[src/core/pecs_pkg.sv]
// constants, register indices and carrier types for the upper event counter bank
// assumes one core clock; events arrive as same-clock strobes from pipeline,
// switch and routers; software reaches the registers through the spr port
package pecs_pkg;

  // ************************************************************
  // register indices on the special-purpose register port
  // ************************************************************
  localparam logic [5:0] SPR_FILTER = 6'h00;
  localparam logic [5:0] SPR_SELECT = 6'h01;
  localparam logic [5:0] SPR_NETCFG = 6'h02;
  localparam logic [5:0] SPR_CNT_BASE = 6'h10;
  localparam int CNT_LO = 6;
  localparam int CNT_HI = 15;
  localparam int LFSR_IDX = 10;

  // ************************************************************
  // values after reset
  // ************************************************************
  localparam logic [31:0] FILTER_RST = 32'h03ff_0000;
  localparam logic [31:0] SELECT_RST = 32'h0000_0000;
  localparam logic [31:0] NETCFG_RST = 32'h0000_0000;
  localparam logic [31:0] CNT_RST = 32'h0000_0000;
  localparam logic [31:0] LFSR_SEED = 32'h0000_0001;

  // ************************************************************
  // field positions
  // ************************************************************
  localparam int FLT_MODE = 0;
  localparam int FLT_EN_LO = 16;
  localparam int SEL_SPB = 2, SEL_FU = 3, SEL_PRI_P = 4, SEL_STO_P = 5;
  localparam int SEL_NC = 6, SEL_PRI_W = 7, SEL_STO_W = 8;
  localparam int SEL_IMEM = 9, SEL_PRI_S = 10, SEL_STO_S = 11;
  localparam int SEL_SO = 12, SEL_GO = 13, SEL_MO = 14, SEL_PRI_E = 15, SEL_STO_E = 16;
  localparam int SEL_SI = 17, SEL_SI2 = 18, SEL_GI = 19, SEL_MI = 20;
  localparam int SEL_PRI_N = 21, SEL_STO_N = 22, SEL_ISS1 = 23, SEL_ISS2 = 24;
  localparam int TAP_A = 31, TAP_B = 30, TAP_C = 10, TAP_D = 0;

  // network event field codes; port order proc, west, south, east, north
  localparam logic [2:0] NEV_OUT_BLOCK = 3'h0;
  localparam logic [2:0] NEV_ALL_OUT = 3'h6;
  localparam logic [2:0] NEV_IN_STUCK = 3'h7;
  localparam int DIR_P = 0, DIR_W = 1, DIR_S = 2, DIR_E = 3, DIR_N = 4;

  // ************************************************************
  // carrier types
  // ************************************************************
  typedef struct packed {
    logic wr;
    logic rd;
    logic [5:0] addr;
    logic [31:0] wdata;
  } pecs_spr_req_t;

  typedef struct packed {
    logic mispredict;
    logic static_predict_bit_miss;
    logic fu_stall;
    logic noncache_stall;
    logic imem_op_issue;
    logic static_out_stall;
    logic general_dyn_out_port_stall;
    logic memory_dyn_out_port_stall;
    logic static_net_in_port_stall;
    logic static_net_in_port_second_stall;
    logic general_dyn_in_port_stall;
    logic memory_dyn_in_port_stall;
    logic issue;
    logic [31:0] rf_pc;
    logic [31:0] ex_pc;
  } pecs_pipe_ev_t;

  typedef struct packed {
    logic stall;
    logic poss_mispredict;
    logic mispredict;
    logic [31:0] pc;
  } pecs_sw_ev_t;

  // route[d][x]: a word went from input port d to output port x this cycle
  typedef struct packed {
    logic [4:0] out_blocked;
    logic [4:0] in_stuck;
    logic [4:0][4:0] route;
  } pecs_net_ev_t;

endpackage

[src/core/pecs_counter_bank.sv]
// upper event counter bank: counters 6 to 15 with selection and filtering
// assumes event strobes are one-cycle pulses on ref_clk; register reads
// answer one cycle after the read strobe
`timescale 1ns/1ns
`default_nettype none

module pecs_counter_bank
  import pecs_pkg::*;
(
  input wire logic ref_clk,
  input wire logic arst_n,
  input wire pecs_spr_req_t spr_req,
  output logic [31:0] spr_rdata,
  input wire pecs_pipe_ev_t pipe_ev,
  input wire pecs_sw_ev_t sw_ev,
  input wire pecs_net_ev_t gen_net_ev,
  input wire pecs_net_ev_t mem_net_ev,
  output logic [15:6] event_trigger,
  output logic event_irq
);

  // ************************************************************
  // helper functions
  // ************************************************************

  // meaning of one network port event as chosen by its field
  function automatic logic net_event(input logic [2:0] code, input pecs_net_ev_t n,
                                     input int d);
    logic r;
    r = 1'b0;
    case (code)
      NEV_OUT_BLOCK: r = n.out_blocked[d];
      NEV_ALL_OUT: r = |n.route[d];
      NEV_IN_STUCK: r = n.in_stuck[d];
      default: r = n.route[d][code - 3'h1];
    endcase
    return r;
  endfunction

  // pc filter: word address compared with the stored fifteen bits
  function automatic logic pc_ok(input logic [31:0] flt, input logic [31:0] pc);
    return !flt[FLT_MODE] || (pc[16:2] == flt[15:1]);
  endfunction

  function automatic logic is_cnt(input logic [5:0] addr, input int k);
    return addr == SPR_CNT_BASE + 6'(k);
  endfunction

  // ************************************************************
  // configuration registers
  // ************************************************************
  logic [31:0] filter_reg, filter_next;
  logic [31:0] select_reg, select_next;
  logic [31:0] netcfg_reg, netcfg_next;

  // plain stores from the spr port
  always_comb
  begin
    filter_next = filter_reg;
    select_next = select_reg;
    netcfg_next = netcfg_reg;
    if (spr_req.wr && spr_req.addr == SPR_FILTER)
      filter_next = spr_req.wdata;
    if (spr_req.wr && spr_req.addr == SPR_SELECT)
      select_next = spr_req.wdata;
    if (spr_req.wr && spr_req.addr == SPR_NETCFG)
      netcfg_next = spr_req.wdata;
  end

  always_ff @(posedge ref_clk or negedge arst_n)
  begin
    if (!arst_n)
    begin
      filter_reg <= FILTER_RST;
      select_reg <= SELECT_RST;
      netcfg_reg <= NETCFG_RST;
    end
    else
    begin
      filter_reg <= filter_next;
      select_reg <= select_next;
      netcfg_reg <= netcfg_next;
    end
  end

  // ************************************************************
  // event selection
  // ************************************************************
  logic [15:6] ev;
  logic [15:6] wr_hit;
  logic [9:0] nev;
  logic [31:0] ev_pc [6:15];
  logic m_rf, m_ex;

  // network events, ordered gen p,w,s,e,n then mem p,w,s,e,n
  always_comb
  begin
    for (int i = 0; i < 5; i++)
    begin
      nev[i] = net_event(netcfg_reg[3*i +: 3], gen_net_ev, i);
      nev[i+5] = net_event(netcfg_reg[3*(i+5) +: 3], mem_net_ev, i);
    end
  end

  // pipeline events other than issue pass the filter; switch, issue and network events never see it
  always_comb
  begin
    m_rf = pc_ok(filter_reg, pipe_ev.rf_pc);
    m_ex = pc_ok(filter_reg, pipe_ev.ex_pc);
    ev = '0;
    ev[6] = m_ex && (select_reg[SEL_SPB] ? pipe_ev.static_predict_bit_miss
                                          : pipe_ev.mispredict);
    ev[7] = sw_ev.stall;
    ev[8] = sw_ev.poss_mispredict;
    ev[9] = sw_ev.mispredict;
    ev[11] = (select_reg[SEL_FU] && pipe_ev.fu_stall && m_rf)
           || (select_reg[SEL_PRI_P] && nev[DIR_P])
           || (select_reg[SEL_STO_P] && nev[5+DIR_P])
           || (select_reg[SEL_ISS1] && pipe_ev.issue);
    ev[12] = (select_reg[SEL_NC] && pipe_ev.noncache_stall && m_rf)
           || (select_reg[SEL_PRI_W] && nev[DIR_W])
           || (select_reg[SEL_STO_W] && nev[5+DIR_W]);
    ev[13] = (select_reg[SEL_IMEM] && pipe_ev.imem_op_issue && m_rf)
           || (select_reg[SEL_PRI_S] && nev[DIR_S])
           || (select_reg[SEL_STO_S] && nev[5+DIR_S])
           || (select_reg[SEL_ISS2] && pipe_ev.issue);
    ev[14] = (m_rf && ((select_reg[SEL_SO] && pipe_ev.static_out_stall)
           || (select_reg[SEL_GO] && pipe_ev.general_dyn_out_port_stall)
           || (select_reg[SEL_MO] && pipe_ev.memory_dyn_out_port_stall)))
           || (select_reg[SEL_PRI_E] && nev[DIR_E])
           || (select_reg[SEL_STO_E] && nev[5+DIR_E]);
    ev[15] = (m_rf && ((select_reg[SEL_SI] && pipe_ev.static_net_in_port_stall)
           || (select_reg[SEL_SI2] && pipe_ev.static_net_in_port_second_stall)
           || (select_reg[SEL_GI] && pipe_ev.general_dyn_in_port_stall)
           || (select_reg[SEL_MI] && pipe_ev.memory_dyn_in_port_stall)))
           || (select_reg[SEL_PRI_N] && nev[DIR_N])
           || (select_reg[SEL_STO_N] && nev[5+DIR_N]);
    // per-counter enable gates counting and trigger setting, never a trigger already set
    for (int k = CNT_LO; k <= CNT_HI; k++)
    begin
      ev[k] = ev[k] && filter_reg[FLT_EN_LO + k - CNT_LO] && (k != LFSR_IDX);
      wr_hit[k] = spr_req.wr && is_cnt(spr_req.addr, k);
    end
  end

  // pc captured per counter: switch pc for switch events, rf pc for stalls
  always_comb
  begin
    for (int k = CNT_LO; k <= CNT_HI; k++)
      ev_pc[k] = pipe_ev.rf_pc;
    ev_pc[6] = pipe_ev.ex_pc;
    ev_pc[7] = sw_ev.pc;
    ev_pc[8] = sw_ev.pc;
    ev_pc[9] = sw_ev.pc;
  end

  // ************************************************************
  // counters and triggers
  // ************************************************************
  logic [31:0] cnt_reg [6:15];
  logic [31:0] cnt_next [6:15];
  logic [15:6] trig_reg, trig_next;
  logic irq_reg, irq_next;
  logic [31:0] dec;

  // a write reloads and releases the trigger, but a same-cycle wrap still sets it
  always_comb
  begin
    dec = '0;
    for (int k = CNT_LO; k <= CNT_HI; k++)
    begin
      cnt_next[k] = cnt_reg[k];
      trig_next[k] = trig_reg[k] && !wr_hit[k];
      if (k == LFSR_IDX)
        cnt_next[k] = {cnt_reg[k][TAP_A] ^ cnt_reg[k][TAP_B] ^ cnt_reg[k][TAP_C]
                       ^ cnt_reg[k][TAP_D], cnt_reg[k][31:1]};
      else if (ev[k])
      begin
        dec = cnt_reg[k] - 32'h1;
        cnt_next[k] = {ev_pc[k][17:2], dec[15:0]};
        if (cnt_reg[k] == '0)
          trig_next[k] = 1'b1;
      end
      if (wr_hit[k])
        cnt_next[k] = spr_req.wdata;
    end
    irq_next = |trig_reg;
  end

  always_ff @(posedge ref_clk or negedge arst_n)
  begin
    if (!arst_n)
    begin
      for (int k = CNT_LO; k <= CNT_HI; k++)
        cnt_reg[k] <= (k == LFSR_IDX) ? LFSR_SEED : CNT_RST;
      trig_reg <= '0;
      irq_reg <= 1'b0;
    end
    else
    begin
      for (int k = CNT_LO; k <= CNT_HI; k++)
        cnt_reg[k] <= cnt_next[k];
      trig_reg <= trig_next;
      irq_reg <= irq_next;
    end
  end

  // ************************************************************
  // read port
  // ************************************************************
  logic [31:0] rdata_reg, rdata_next;

  // unmapped indices read zero; data holds until the next read
  always_comb
  begin
    rdata_next = rdata_reg;
    if (spr_req.rd)
    begin
      rdata_next = '0;
      if (spr_req.addr == SPR_FILTER)
        rdata_next = filter_reg;
      if (spr_req.addr == SPR_SELECT)
        rdata_next = select_reg;
      if (spr_req.addr == SPR_NETCFG)
        rdata_next = netcfg_reg;
      for (int k = CNT_LO; k <= CNT_HI; k++)
        if (is_cnt(spr_req.addr, k))
          rdata_next = cnt_reg[k];
    end
  end

  always_ff @(posedge ref_clk or negedge arst_n)
  begin
    if (!arst_n)
      rdata_reg <= '0;
    else
      rdata_reg <= rdata_next;
  end

  assign spr_rdata = rdata_reg;
  assign event_trigger = trig_reg;
  assign event_irq = irq_reg;
endmodule

`default_nettype wire

[config.mk]
export PLATFORM = sky130hd
export DESIGN_NAME = pecs_counter_bank
export DESIGN_NICKNAME = d
export VERILOG_FILES = /design/src/core/pecs_pkg.sv /design/src/core/pecs_counter_bank.sv
export SDC_FILE = /design/constraint.sdc
export NUM_CORES = 1
export LEC_CHECK = 0
export ABC_AREA = 1
export ABC_CLOCK_PERIOD_IN_PS = 6500
export BUFFER_PORTS_ARGS = -buffer_cell sky130_fd_sc_hd__buf_2
export CAP_MARGIN = 10
export CELL_PAD_IN_SITES_DETAIL_PLACEMENT = 0
export CELL_PAD_IN_SITES_GLOBAL_PLACEMENT = 2
export CORE_AREA = 2 2 278 280
export DETAILED_ROUTE_END_ITERATION = 8
export DIE_AREA = 0 0 280 282
export PLACE_DENSITY_LB_ADDON = 0.1
export SETUP_SLACK_MARGIN = 0.02
export SLEW_MARGIN = 10
export SYNTH_ARGS = -nofsm -noshare
export SYNTH_HDL_FRONTEND = slang
export SYNTH_SLANG_ARGS = --single-unit
[constraint.sdc]
create_clock -name ref_clk -period 6.5 [get_ports ref_clk]
set_input_delay 1.3 -clock ref_clk [delete_from_list [all_inputs] [get_ports ref_clk]]
set_output_delay 1.3 -clock ref_clk [all_outputs]
set_load 0.01 [all_outputs]
==> results.toml <==
[power]
peakVddDrop_v = 0.0001943
p_per_area_nw_per_um2 = 369.6
p_leak_nw = 15.54

[clock_tree]
clk_latency_ps = 630
post_cts_buffers = 0
cts_buffer_depth = 3
cts_buffers = 57
ctsResizeCount = 0
h-tree-depth = 2
root_buffer = "clkbuf_16"
clock_sinks = 459
cts_tree = "yes"
ctsHoldBuffers = 0
clkSlewWorstSetupHoldPaths_ps = 60

[critical_path]
required_ps = 6960
crit_slowest_cell = "nand2_1"
worstPathCellList = "buf_2 -> inv_1 -> nand2_2 -> nor3_2 -> buf_4 -> inv_2 -> nor2_4 -> buf_4 -> inv_2 -> nand2_1 -> buf_4 -> inv_2 -> nand2_1 -> o211ai_1"
regToRegSetupSlack_ps = 3190
r2r_cells = 12
cp-end-kind = "flop"
critPathKind = "in -> reg"
arrival_ps = 4420
max_stage_delay_ps = 540
startpoint_type = "input pin"
reg2reg_to = "cnt_reg[15]$_DFFE_PN0P_"
r2r_start = "netcfg_reg[27]$_DFFE_PN0P_"
cp_max_fo = 29

[layout]
layout-drive-gt1-share = 0.1070
synthToLayoutAreaGrowth_pct = 13.07
nets = 4296
n_fill_cell = 8090
utilization = 0.4170
largest_reg_flops = 320
fin_cells = 5048

[yosys]
synth_edf_count = 0
yosysTopAreaCell = "dfrtp_1"
synth_commonest_cells = "nand2_1, dfrtp_1, nand3_1"
netlist_area_um2 = 27910
synthFlopType = "dfrtp_1"
ys_seq_elements = 459
ys_top_cells_by_area = "dfrtp_1, nand2_1, nand3_1"
synth_cell_type_count = 49
yosysTopAreaCellShare = 0.4016
async_reset_ff_frac = 1.000
syn_nets = 4180
synth_cells = 3907
yosysMostFrequentCell = "nand2_1"
yosys_warnings = 0
avgSynthCellArea_um2 = 7.145
ys_seq_area_frac = 0.4120

[grt]
grt_usage = 0.3166
grt_pass1_vias = 26517
antenna_found_initial = 9
grt-ovfl-total = 0
grt_max_degree = 139
grt_pass1_wl_mm = 183.1

[job]
drv_cap = 0

[sta]
fin_skew_ps = 26.04
relSlewSlack = 0.2641
period_share = 0.6102
max_freq_ghz = 0.2521
tightest_slew_ps = 1100
maxSlewViolCount = 0
hold_viol = 0
rsz0062_at_grt = "false"
setup_viol = 0
finalCriticalPeriod_ps = 3967
tns_ps = 0

[floorplanning]
io_pins = 267
die_w_um = 280
start_util = 0.3688
core_area_um2 = 75700
dieArea_um2 = 78960
die_y_um = 282
rows = 101

[route]
final_antenna_net_count = 0
viasPerCell = 5.535
initialDrtViolationCount = 2930
route.vias.total = 27939
drc = 0
drt_first_pass_iters = 5
routedWlPerCell_um = 24.84
wl_mm = 125.4

[worst_hold_path]
hp-class = "reg -> reg"
hold_path_end = "cnt_reg[170]$_DFF_PN0_"
hold_depth = 2
hold_start = "cnt_reg[171]$_DFF_PN0_"

[placement]
portBuffers = 218
hpwl_mm = 92.09
gp_congestion = 0.9913
place_inst = 4942

[run_status]
status = "complete, no violations"
==> stage by stage <==
step | hold slack, ps | setup WS (ps) | power (mW) | cell area [um^2]
4_1_cts | 472.1 | 2697 | 11.66 | 31550
6_report | 470.7 | 2533 | 11.66 | 31560
3_3_place_gp | 460.6 | 2052 | 8.438 | 29750
5_1_grt | 497.3 | 2400 | 12.50 | 31550
2_1_floorplan | 453.0 | 3752 | 7.194 | 27910
3_5_place_dp | 461.2 | 2045 | 8.462 | 29750
==> kinds of logic (layout without fill, tap and decap cells) <==
group / count (synthesis) / in the layout / share of synthesized area
XOR/XNOR: 109 / 109 / 0.03420
AND/OR/NAND/NOR: 2181 / 2181 / 0.3340
adder cells (fa/ha/maj): 49 / 49 / 0.02196
multiplexers: 1 / 1 / 0.0004034
other: 0 / 4 / 0
buffers and inverters: 546 / 705 / 0.07790
flip-flops: 459 / 459 / 0.4120
AO/OA/AOI/OAI: 562 / 562 / 0.1196
==> metal layers <==
layer	vias to the layer above	global-route usage	routed length [um]
li1	13169	-	-
met1	13553	0.4407	55280
met2	1033	0.4867	54930
met3	180	0.07391	11080
met4	4	0.09763	4076
met5	-	0	24
==> how the worst max path moves through the flow <==
stage	start	endpoint	slack [ps]	cells after the start
2_1_floorplan	spr_req[32]	cnt_reg[242]$_DFFE_PN0P_	3750	12
3_3_place_gp	spr_req[32]	cnt_reg[291]$_DFFE_PN0P_	2050	14
3_5_place_dp	spr_req[32]	cnt_reg[308]$_DFFE_PN0P_	2050	14
4_1_cts	spr_req[32]	cnt_reg[306]$_DFFE_PN0P_	2700	14
5_1_grt	spr_req[32]	cnt_reg[317]$_DFFE_PN0P_	2400	14
6_report	spr_req[32]	cnt_reg[308]$_DFFE_PN0P_	2530	14
==> where the power goes <==
group	internal, mW	switching [mW]
Combinational	1.40	2.18
Clock	1.83	1.34
Sequential	3.85	1.06
Total	7.08	4.58
==> placed cells by master (no fill, tap or decap), types with 4 or more instances in the layout <==
master	n
nand2_1	1243
dfrtp_1	448
nand3_1	348
o21ai_0	331
nor2_1	322
inv_1	313
buf_2	217
nand4_1	123
o221ai_1	81
xor2_1	62
o211ai_1	59
clkbuf_16	57
ha_1	49
xnor2_1	47
nor3_1	46
buf_4	45
a21oi_1	40
nor4_1	38
inv_2	22
o21ai_1	22
clkbuf_1	19
clkbuf_8	16
or2_2	15
nand2_2	13
dfstp_2	11
nor2_4	9
o22ai_1	9
o311ai_0	9
nor2_2	7
clkinv_2	7
nand3b_1	6
diode_2	4
==> worst max-delay path: cells and delay by family <==
kind	cells	cell delay [ps]
simple gates	5	1040
compound gates	1	70
buf+inv	8	1950
==> area by class of cell <==
class	instances	area [um^2]	share of cell area
Multi-Input combinational cell	2902	14260	0.4520
Tap cell	978	1224	0.03877
Sequential cell	459	11500	0.3643
Timing Repair Buffer	266	1499	0.04749
Antenna cell	4	10.01	0.0003171
Clock buffer	92	1718	0.05443
Clock inverter	10	82.58	0.002616
Inverter	337	1265	0.04008
(Power assumes the default switching activity.)
